File: src/rtl/ldoreg_defines.vh
/*
 * Constants for the regulator control register bank: offsets, field
 * positions, reset values and the interrupt register offsets.
 * Assumes inclusion by bare name from the bank's design files.
 */
`ifndef LDOREG_DEFINES_VH
`define LDOREG_DEFINES_VH

// ----------------------------------------
// Register offsets
// ----------------------------------------
`define LDOREG_ADDR_W          8
`define LDOREG_OFF_H_CTRL      8'h69
`define LDOREG_OFF_I_VOLT      8'h70
`define LDOREG_OFF_I_CTRL      8'h71
`define LDOREG_OFF_J_VOLT      8'h80
`define LDOREG_OFF_J_CTRL      8'h81
`define LDOREG_OFF_K_VOLT      8'h90
`define LDOREG_OFF_K_CTRL      8'h91
`define LDOREG_OFF_H_VOLT      8'h68
`define LDOREG_OFF_IRQ_STAT    8'hE0
`define LDOREG_OFF_IRQ_MASK    8'hE1

// ----------------------------------------
// Field positions
// ----------------------------------------
`define LDOREG_VOLT_MSB        5
`define LDOREG_CTRL_ON         7
`define LDOREG_CTRL_DIS        2
`define LDOREG_CTRL_FIE        1
`define LDOREG_CTRL_PG         0

// ----------------------------------------
// Reset values
// ----------------------------------------
`define LDOREG_VOLT_RST        6'h00
`define LDOREG_BYTE_ZERO       8'h00

`endif

File: src/rtl/ldoreg_bank.v
/*
 * Register bank for four low-dropout regulators (H, I, J, K): voltage
 * and control registers, sticky fault status, mask and interrupt line.
 * Assumes a plain one-cycle strobe register port on core_clk; power-good
 * and fault levels arrive asynchronously from the analog side.
 */
// Behaviour
// Voltage register holds a six-bit read/write output level code in bits 5:0.
// Control bit 7 enables the regulator and reads back as written.
// Control bit 2 set applies output discharge while the regulator is off.
// Control bit 1 lets a regulator fault raise an interrupt; 0 suppresses it.
// Control bit 0 is read-only power-good; writes do not affect it.
// Reserved bits read zero; writes to them change nothing.
`timescale 1ns/100ps
`include "ldoreg_defines.vh"

module ldoreg_bank #(
	parameter NCH = 4
) (
	core_clk,
	arst_n,
	addr,
	wdata,
	wr,
	rd,
	rdata,
	pgood_in,
	fault_in,
	reg_enable,
	reg_discharge,
	irq
);
	input  wire            core_clk;
	input  wire            arst_n;
	input  wire [7:0]      addr;
	input  wire [7:0]      wdata;
	input  wire            wr;
	input  wire            rd;
	output reg  [7:0]      rdata;
	input  wire [NCH-1:0]  pgood_in;
	input  wire [NCH-1:0]  fault_in;
	output reg  [NCH-1:0]  reg_enable;
	output reg  [NCH-1:0]  reg_discharge;
	output reg             irq;

	// ----------------------------------------
	// Input synchronisers
	// ----------------------------------------
	reg  [NCH-1:0] pg_s1_r;
	reg  [NCH-1:0] pg_s2_r;
	reg  [NCH-1:0] ft_s1_r;
	reg  [NCH-1:0] ft_s2_r;

	always @(posedge core_clk or negedge arst_n) begin
		if (!arst_n) begin
			pg_s1_r <= {NCH{1'b0}};
			pg_s2_r <= {NCH{1'b0}};
			ft_s1_r <= {NCH{1'b0}};
			ft_s2_r <= {NCH{1'b0}};
		end else begin
			pg_s1_r <= pgood_in;
			pg_s2_r <= pg_s1_r;
			ft_s1_r <= fault_in;
			ft_s2_r <= ft_s1_r;
		end
	end

	// ----------------------------------------
	// Channel offsets and decode
	// ----------------------------------------
	wire [8*NCH-1:0] volt_off;
	wire [8*NCH-1:0] ctrl_off;
	assign volt_off = {`LDOREG_OFF_K_VOLT, `LDOREG_OFF_J_VOLT,
	                   `LDOREG_OFF_I_VOLT, `LDOREG_OFF_H_VOLT};
	assign ctrl_off = {`LDOREG_OFF_K_CTRL, `LDOREG_OFF_J_CTRL,
	                   `LDOREG_OFF_I_CTRL, `LDOREG_OFF_H_CTRL};

	wire [8*NCH-1:0] volt_rd;
	wire [8*NCH-1:0] ctrl_rd;
	wire [NCH-1:0]   en_w;
	wire [NCH-1:0]   dis_w;
	wire [NCH-1:0]   evt_w;
	wire [NCH-1:0]   volt_hit;
	wire [NCH-1:0]   ctrl_hit;

	genvar g;
	generate
		for (g = 0; g < NCH; g = g + 1) begin : g_ch
			assign volt_hit[g] = (addr == volt_off[8*g+7:8*g]);
			assign ctrl_hit[g] = (addr == ctrl_off[8*g+7:8*g]);
			ldoreg_channel u_ch (
				.core_clk  (core_clk),
				.arst_n    (arst_n),
				.volt_we   (wr & volt_hit[g]),
				.ctrl_we   (wr & ctrl_hit[g]),
				.wdata     (wdata),
				.pgood     (pg_s2_r[g]),
				.fault     (ft_s2_r[g]),
				.volt_rd   (volt_rd[8*g+7:8*g]),
				.ctrl_rd   (ctrl_rd[8*g+7:8*g]),
				.enable    (en_w[g]),
				.discharge (dis_w[g]),
				.fault_evt (evt_w[g])
			);
		end
	endgenerate

	// ----------------------------------------
	// Interrupt status and mask
	// ----------------------------------------
	reg  [NCH-1:0] irq_stat_r;
	reg  [NCH-1:0] irq_mask_r;
	wire           stat_hit;
	wire           mask_hit;
	wire [NCH-1:0] stat_nxt;

	assign stat_hit = (addr == `LDOREG_OFF_IRQ_STAT);
	assign mask_hit = (addr == `LDOREG_OFF_IRQ_MASK);
	// A new event wins over a write-one-to-clear in the same cycle
	assign stat_nxt = (irq_stat_r & ~({NCH{wr & stat_hit}} & wdata[NCH-1:0])) | evt_w;

	always @(posedge core_clk or negedge arst_n) begin
		if (!arst_n) begin
			irq_stat_r <= {NCH{1'b0}};
			irq_mask_r <= {NCH{1'b0}};
		end else begin
			irq_stat_r <= stat_nxt;
			if (wr & mask_hit) begin
				irq_mask_r <= wdata[NCH-1:0];
			end
		end
	end

	// ----------------------------------------
	// Read mux
	// ----------------------------------------
	reg [7:0] rd_nxt;
	integer i;

	always @* begin
		rd_nxt = `LDOREG_BYTE_ZERO;
		for (i = 0; i < NCH; i = i + 1) begin
			if (volt_hit[i]) begin
				rd_nxt = volt_rd[8*i +: 8];
			end
			if (ctrl_hit[i]) begin
				rd_nxt = ctrl_rd[8*i +: 8];
			end
		end
		if (stat_hit) begin
			rd_nxt = `LDOREG_BYTE_ZERO;
			rd_nxt[NCH-1:0] = irq_stat_r;
		end
		if (mask_hit) begin
			rd_nxt = `LDOREG_BYTE_ZERO;
			rd_nxt[NCH-1:0] = irq_mask_r;
		end
	end

	// ----------------------------------------
	// Registered outputs
	// ----------------------------------------
	// Read data is held only for the cycle after the strobe; zero otherwise
	always @(posedge core_clk or negedge arst_n) begin
		if (!arst_n) begin
			rdata         <= `LDOREG_BYTE_ZERO;
			reg_enable    <= {NCH{1'b0}};
			reg_discharge <= {NCH{1'b0}};
			irq           <= 1'b0;
		end else begin
			rdata         <= rd ? rd_nxt : `LDOREG_BYTE_ZERO;
			reg_enable    <= en_w;
			reg_discharge <= dis_w;
			irq           <= |(stat_nxt & irq_mask_r);
		end
	end
endmodule

File: src/rtl/ldoreg_channel.v
/*
 * One regulator's voltage and control fields plus its fault-event flag.
 * Assumes the caller supplies decoded write strobes and synchronised
 * power-good and fault levels on core_clk.
 */
`timescale 1ns/100ps
`include "ldoreg_defines.vh"

module ldoreg_channel (
	core_clk,
	arst_n,
	volt_we,
	ctrl_we,
	wdata,
	pgood,
	fault,
	volt_rd,
	ctrl_rd,
	enable,
	discharge,
	fault_evt
);
	input  wire       core_clk;
	input  wire       arst_n;
	input  wire       volt_we;
	input  wire       ctrl_we;
	input  wire [7:0] wdata;
	input  wire       pgood;
	input  wire       fault;
	output wire [7:0] volt_rd;
	output wire [7:0] ctrl_rd;
	output wire       enable;
	output wire       discharge;
	output wire       fault_evt;

	reg  [5:0] output_level_code_r;
	reg        on_r;
	reg        shutdown_discharge_enable_r;
	reg        fault_irq_enable_r;
	reg        fault_d_r;

	// ----------------------------------------
	// Field storage
	// ----------------------------------------
	always @(posedge core_clk or negedge arst_n) begin
		if (!arst_n) begin
			output_level_code_r         <= `LDOREG_VOLT_RST;
			on_r                        <= 1'b0;
			shutdown_discharge_enable_r <= 1'b0;
			fault_irq_enable_r          <= 1'b0;
			fault_d_r                   <= 1'b0;
		end else begin
			fault_d_r <= fault;
			if (volt_we) begin
				output_level_code_r <= wdata[`LDOREG_VOLT_MSB:0];
			end
			if (ctrl_we) begin
				on_r                        <= wdata[`LDOREG_CTRL_ON];
				shutdown_discharge_enable_r <= wdata[`LDOREG_CTRL_DIS];
				fault_irq_enable_r          <= wdata[`LDOREG_CTRL_FIE];
			end
		end
	end

	// Reserved bits read zero; power-good is never stored from a write
	assign volt_rd   = {2'b00, output_level_code_r};
	assign ctrl_rd   = {on_r, 4'b0000, shutdown_discharge_enable_r,
	                    fault_irq_enable_r, pgood};
	assign enable    = on_r;
	assign discharge = shutdown_discharge_enable_r & ~on_r;
	// Rising fault edge only, so a held fault raises one event
	assign fault_evt = fault & ~fault_d_r & fault_irq_enable_r;
endmodule

File: config.mk
export PLATFORM = sky130hd
export DESIGN_NAME = ldoreg_bank
export DESIGN_NICKNAME = d
export VERILOG_FILES = /design/src/rtl/ldoreg_bank.v /design/src/rtl/ldoreg_channel.v
export VERILOG_INCLUDE_DIRS = /design/src /design/src/rtl
export SDC_FILE = /design/constraint.sdc
export NUM_CORES = 1
export LEC_CHECK = 0
export BUFFER_PORTS_ARGS = -buffer_cell sky130_fd_sc_hd__buf_2
export CAP_MARGIN = 20
export CELL_PAD_IN_SITES_DETAIL_PLACEMENT = 0
export CELL_PAD_IN_SITES_GLOBAL_PLACEMENT = 2
export CORE_UTILIZATION = 35
export DETAILED_ROUTE_END_ITERATION = 16
export GPL_ROUTABILITY_DRIVEN = 0
export PLACE_DENSITY_LB_ADDON = 0.05
export SYNTH_ARGS = -nofsm -noshare
export SYNTH_HDL_FRONTEND = slang
export SYNTH_SLANG_ARGS = --single-unit
File: constraint.sdc
create_clock -name core_clk -period 2.1 [get_ports core_clk]
set_input_delay 0.42 -clock core_clk [delete_from_list [all_inputs] [get_ports core_clk]]
set_output_delay 0.42 -clock core_clk [all_outputs]
set_load 0.1 [all_outputs]
======== After elaboration in Yosys (flattened, before gate mapping) ========
Index checks and enable logic that the tools add are counted.
storage, ports and cells
  bits in registers ....................... 81
  bits of input ports ..................... 28
  output and inout bits ................... 17
  logic and storage cells ................. 87
operators by class
  equality and inequality tests ........... 10
  multiplexer cells ....................... 11
  bitwise gates (word level) .............. 35
  reduce and logical (&&, ||, !) cells .... 1
operators by type and width
  cell                number
  $mux 8              10
  $eq 8x8->1 const B  6
  $eq 8x7->1 const B  4
  $and 1x1->1         22
  $and 4x4->4         3
  $not 1->1           8
  $mux 6              1
  $not 4->4           1
  $or 4x4->4          1
  $reduce_or 4->1     1

======== Longest topological paths before layout ========
  word-level depth ........................ 12
  mapped depth ............................ 7
  depth with buffers taken out ............ 5

======== By module ========
Synthesis repeated with hierarchy kept, for this count alone.
unflattened totals
  cell total of the unflattened synthesis .. 338
  area total of the unflattened synthesis .. 4096.4 sq um
by module, submodules not included
  module          instances  cells an instance  area each (sq um)  sequential area each (sq um)
  ldoreg_bank     1          206                2179.6             1026.0
  ldoreg_channel  4          33                 479.2              250.2

======== Worst setup path before layout ========
No wires, ideal clock.
  path kind ............................... input -> register
  from .................................... input port addr[0]
  to ...................................... register irq
  setup time .............................. 0.124 ns
  arrival time ............................ 1.539 ns
  required time ........................... 1.976 ns
  slack ................................... 0.436 ns
  stages .................................. 7
  buffers on the path ..................... 2
  path through ............................ buf_6 nor4_4 buf_4 nand4_1 a32o_1 a22oi_1 nand2_1
between the ends
  word-level cells in the longest chain between the ends .. 8
ends and longest elaborated chain
  what                  line               text
  start, declared       ldoreg_bank.v:35   input wire [7:0] addr;
  $eq 8x8->1 (no line)  n/a
  $and 1x1->1           ldoreg_bank.v:120  assign stat_nxt = (irq_stat_r & ~({NCH{wr & stat_hit}} & wdata[NCH-1:0])) | evt_w;
  $and 4x4->4           ldoreg_bank.v:120
  $not 4->4             ldoreg_bank.v:120
  $and 4x4->4           ldoreg_bank.v:120
  $or 4x4->4            ldoreg_bank.v:120
  net stat_nxt[2]       ldoreg_bank.v:115  wire [NCH-1:0] stat_nxt;
  $and 4x4->4           ldoreg_bank.v:174  irq <= |(stat_nxt & irq_mask_r);
  $reduce_or 4->1       ldoreg_bank.v:174
  end signal, assigned  ldoreg_bank.v:174
  end, declared         ldoreg_bank.v:44   output reg irq;
The timed path passes the listed nets, and every way through them passes these cells.
A chain may end at the register's enable or synchronous reset.

======== Worst setup path after layout ========
  from .................................... input port addr[6]
  to ...................................... register rdata[2]
between the ends
  word-level cells in the longest chain between the ends .. 12
  elaborated cells on any way between the ends .. 21
  classes of those cells .................. eq/ne: 10; mux: 11
ends and longest elaborated chain
  what                  line               text
  $eq 8x7->1            ldoreg_bank.v:89   assign volt_hit[g] = (addr == volt_off[8*g+7:8*g]);
  $mux 6                ldoreg_bank.v:143  if (volt_hit[i]) begin
  $mux 8                ldoreg_bank.v:146  if (ctrl_hit[i]) begin
  $mux 8                ldoreg_bank.v:143
  $mux 8                ldoreg_bank.v:146
  $mux 8                ldoreg_bank.v:143
  $mux 8                ldoreg_bank.v:146
  $mux 8                ldoreg_bank.v:143
  $mux 8                ldoreg_bank.v:146
  $mux 8                ldoreg_bank.v:150  if (stat_hit) begin
  $mux 8 *              ldoreg_bank.v:154  if (mask_hit) begin
  $mux 8 (no line) *    n/a
  end signal, assigned  ldoreg_bank.v:166  rdata <= `LDOREG_BYTE_ZERO;
  end signal, assigned  ldoreg_bank.v:171  rdata <= rd ? rd_nxt : `LDOREG_BYTE_ZERO;
  end, declared         ldoreg_bank.v:39   output reg [7:0] rdata;
Every way passes the cells marked *; elsewhere a longest branch is shown, timed or not.

==> impl_metrics.toml <==
[outcome]
status = "complete, no violations"

[sta]
fin_tns_setup_ns = 0
fin_crit_sh = 0.816
period_minus_slack_ns = 1.71
hold_viol = 0
slew_violations = 0
skew_ns = 0.00506
setup_violations = 0
worst_pin_slew_ns = 0.512
slew_headroom = 0.659
layout_setup_ws_ns = 0.387
rsz0062_at_grt = "no"
fmax_ghz = 0.584

[yosys]
synth_edf_count = 0
yosys_warnings = 0
synth-seq-cells = 80
synth_flop_cell = "dfrtp_1"
syn_nets = 284
async_flop_share = 1.00
synth_cell_types = 46
syn_avg_cell_area_um2 = 13.0
ys_seq_area_frac = 0.602
syn_inst = 256
syn_area_mm2 = 0.00333

[worst_setup_path]
cp-end-kind = "register"
worst_r2r_path_depth = 5
cp_data_required_time_ns = 2.32
startpoint = "addr[6]"
crit_path_start_kind = "input port"
rr_startpoint = "g_ch[2].u_ch.output_level_code_r[2]"
crit_arrival_ns = 1.93
crit_path_max_fanout = 8
critPathKind = "in2reg"

[die]
core_area_mm2 = 0.00924
dieArea_mm2 = 0.00990
fp.dieH_um = 99.5
ioPinCount = 45
dieWidth_um = 99.5
initial_core_util = 0.360
rows = 35

[cts]
clkTransAtPathRegs_ns = 0.08
cts.sinks = 80
cts_tree = "done"
clock_latency_ns = 0.34
ctsHtreeMaxLevel = 3
ctsHoldBuffers = 0
cts_inserted_buffers = 9
post-cts-setup-buffers = 0
clock_path_buffers = 2
cts_root_buffer = "clkbuf_8"
ctsResizeCount = 0

[cells_and_area]
layout_commonest_cell = "dfrtp_1"
fin_util = 0.433
fillers = 892
final_cell_mix = "80 x dfrtp_1, 41 x buf_2, 34 x mux2_2"
area_delta_synth_final_pct = 20.4
antenna_cells = 0
fin_cells = 441
multi_input_area_mm2 = 0.00123
num-nets-final = 336
register_area_mm2 = 0.00200
drive_above_1_share = 0.356

[routing]
post_drt_wl_per_cell_um = 18.0
drc = 0
via_per_inst = 5.06
routed_wl_um = 7930
vias = 2231
firstDrtPassIters = 4
first_iter_violations = 51
antenna_left = 0

[placement]
port_buffers = 42
post-dp-hpwl_um = 5610
pre_cts_ws_ns = 0.0127
place_inst = 426

[power]
power.leakage_nw = 1.93
ir_worst_vdd_v = 0.000350
power.density_mw_per_mm2 = 871

[grt]
grt_use_met3 = 0.0415
grt_max_degree = 44
grt_pass1_vias = 2309
grt_use_met2 = 0.285
track_usage = 0.180
grt_busiest_layer = "met2"
grt.overflow.total = 0
grt_pass1_wl_um = 13100
grt_antenna_before_repair = 0
met1_usage = 0.248

[job]
max_cap_viol_count = 0

[worst_hold_path]
hold_class = "in2async"
[power by group]
group          switching (mW)  internal, mW
sequential             0.0438          1.62
combinational           0.218         0.107
clock                   0.554         0.939
[per-stage QoR]
stage	cell area (um2)	hold slack (ns)	total power, mW
floorplan	3330	0.124	1.89
global placement	3740	0.331	2.03
detailed placement	3740	0.336	2.03
CTS	4010	0.0520	3.54
global route	4010	0.0620	3.63
finish	4010	0.0428	3.49
[cells by family after synthesis]
group | share of synthesized area
other | 0.00113
buffers and inverters | 0.0286
and+or+nand+nor | 0.115
DFF | 0.602
muxes | 0.144
AOI/OAI and AO/OA | 0.109
[final cells by class]
cell class                      instances  area share
Clock buffer                           10      0.0344
Clock inverter                          5      0.0322
Sequential cell                        80       0.500
Tap cell                              129      0.0403
Inverter                                6     0.00562
Multi-Input combinational cell        156       0.307
Timing Repair Buffer                   55      0.0806
[worst paths after layout]
check	end	slack (ns)
max reg2reg	rdata[2]	0.92
min in group core_clk	pg_s1_r[0]	0.18
max	rdata[2]	0.39
min reg2reg	ft_s2_r[2]	0.35
min	pg_s1_r[2]	0.04
max in group asynchronous	ft_s2_r[3]	1.46
[registers in the layout, summed over array words and instances, names as in the netlist]
register                               cells
reg_discharge                              4
pg_s2_r                                    4
ft_s1_r                                    4
ft_s2_r                                    4
irq                                        1
irq_mask_r                                 4
g_ch.u_ch.fault_d_r                        4
rdata                                      7
g_ch.u_ch.fault_irq_enable_r               4
irq_stat_r                                 4
pg_s1_r                                    4
g_ch.u_ch.output_level_code_r             24
g_ch.u_ch.enable                           4
g_ch.u_ch.shutdown_discharge_enable_r      4
reg_enable                                 4
[cell usage after synthesis (2+ instances only)]
cell type  instances  area, um2
dfrtp_1           80       2000
mux2_2            34        383
nand2_1           11       41.3
nand3_1            7       35.0
o21ai_0            7       35.0
o21ai_1            7       35.0
a21oi_1            6       30.0
a2bb2oi_1          6       52.6
clkbuf_1           6       22.5
inv_1              6       22.5
mux2_1             6       67.6
nand2b_1           6       37.5
nand4_1            6       37.5
nor2_1             6       22.5
nor2b_1            5       31.3
a31oi_1            4       25.0
a32o_1             4       40.0
buf_2              4       20.0
a222oi_1           3       30.0
mux2i_1            3       30.0
nor3_1             3       15.0
o21bai_1           3       22.5
o22ai_1            3       18.8
o2bb2ai_1          3       26.3
a22oi_1            2       15.0
and3_1             2       12.5
and4b_1            2       20.0
buf_4              2       15.0
nor4b_2            2       30.0
[routing by layer]
metal  part of all wire  wire length, um  up-vias
met4             0.0048               38        0
met3              0.042              332        2
met2               0.48             3850       42
met5                  0                0        -
li1                   -                -     1050
met1               0.47             3720     1137
[worst max-delay path, stage by stage]
cell and delay, ns:
buf_2 0.14, or4b_1 0.70, o22ai_1 0.23, nand2_1 0.07
a31oi_1 0.26, o21ai_1 0.10
Note: power is estimated with default switching activity, not from simulation.
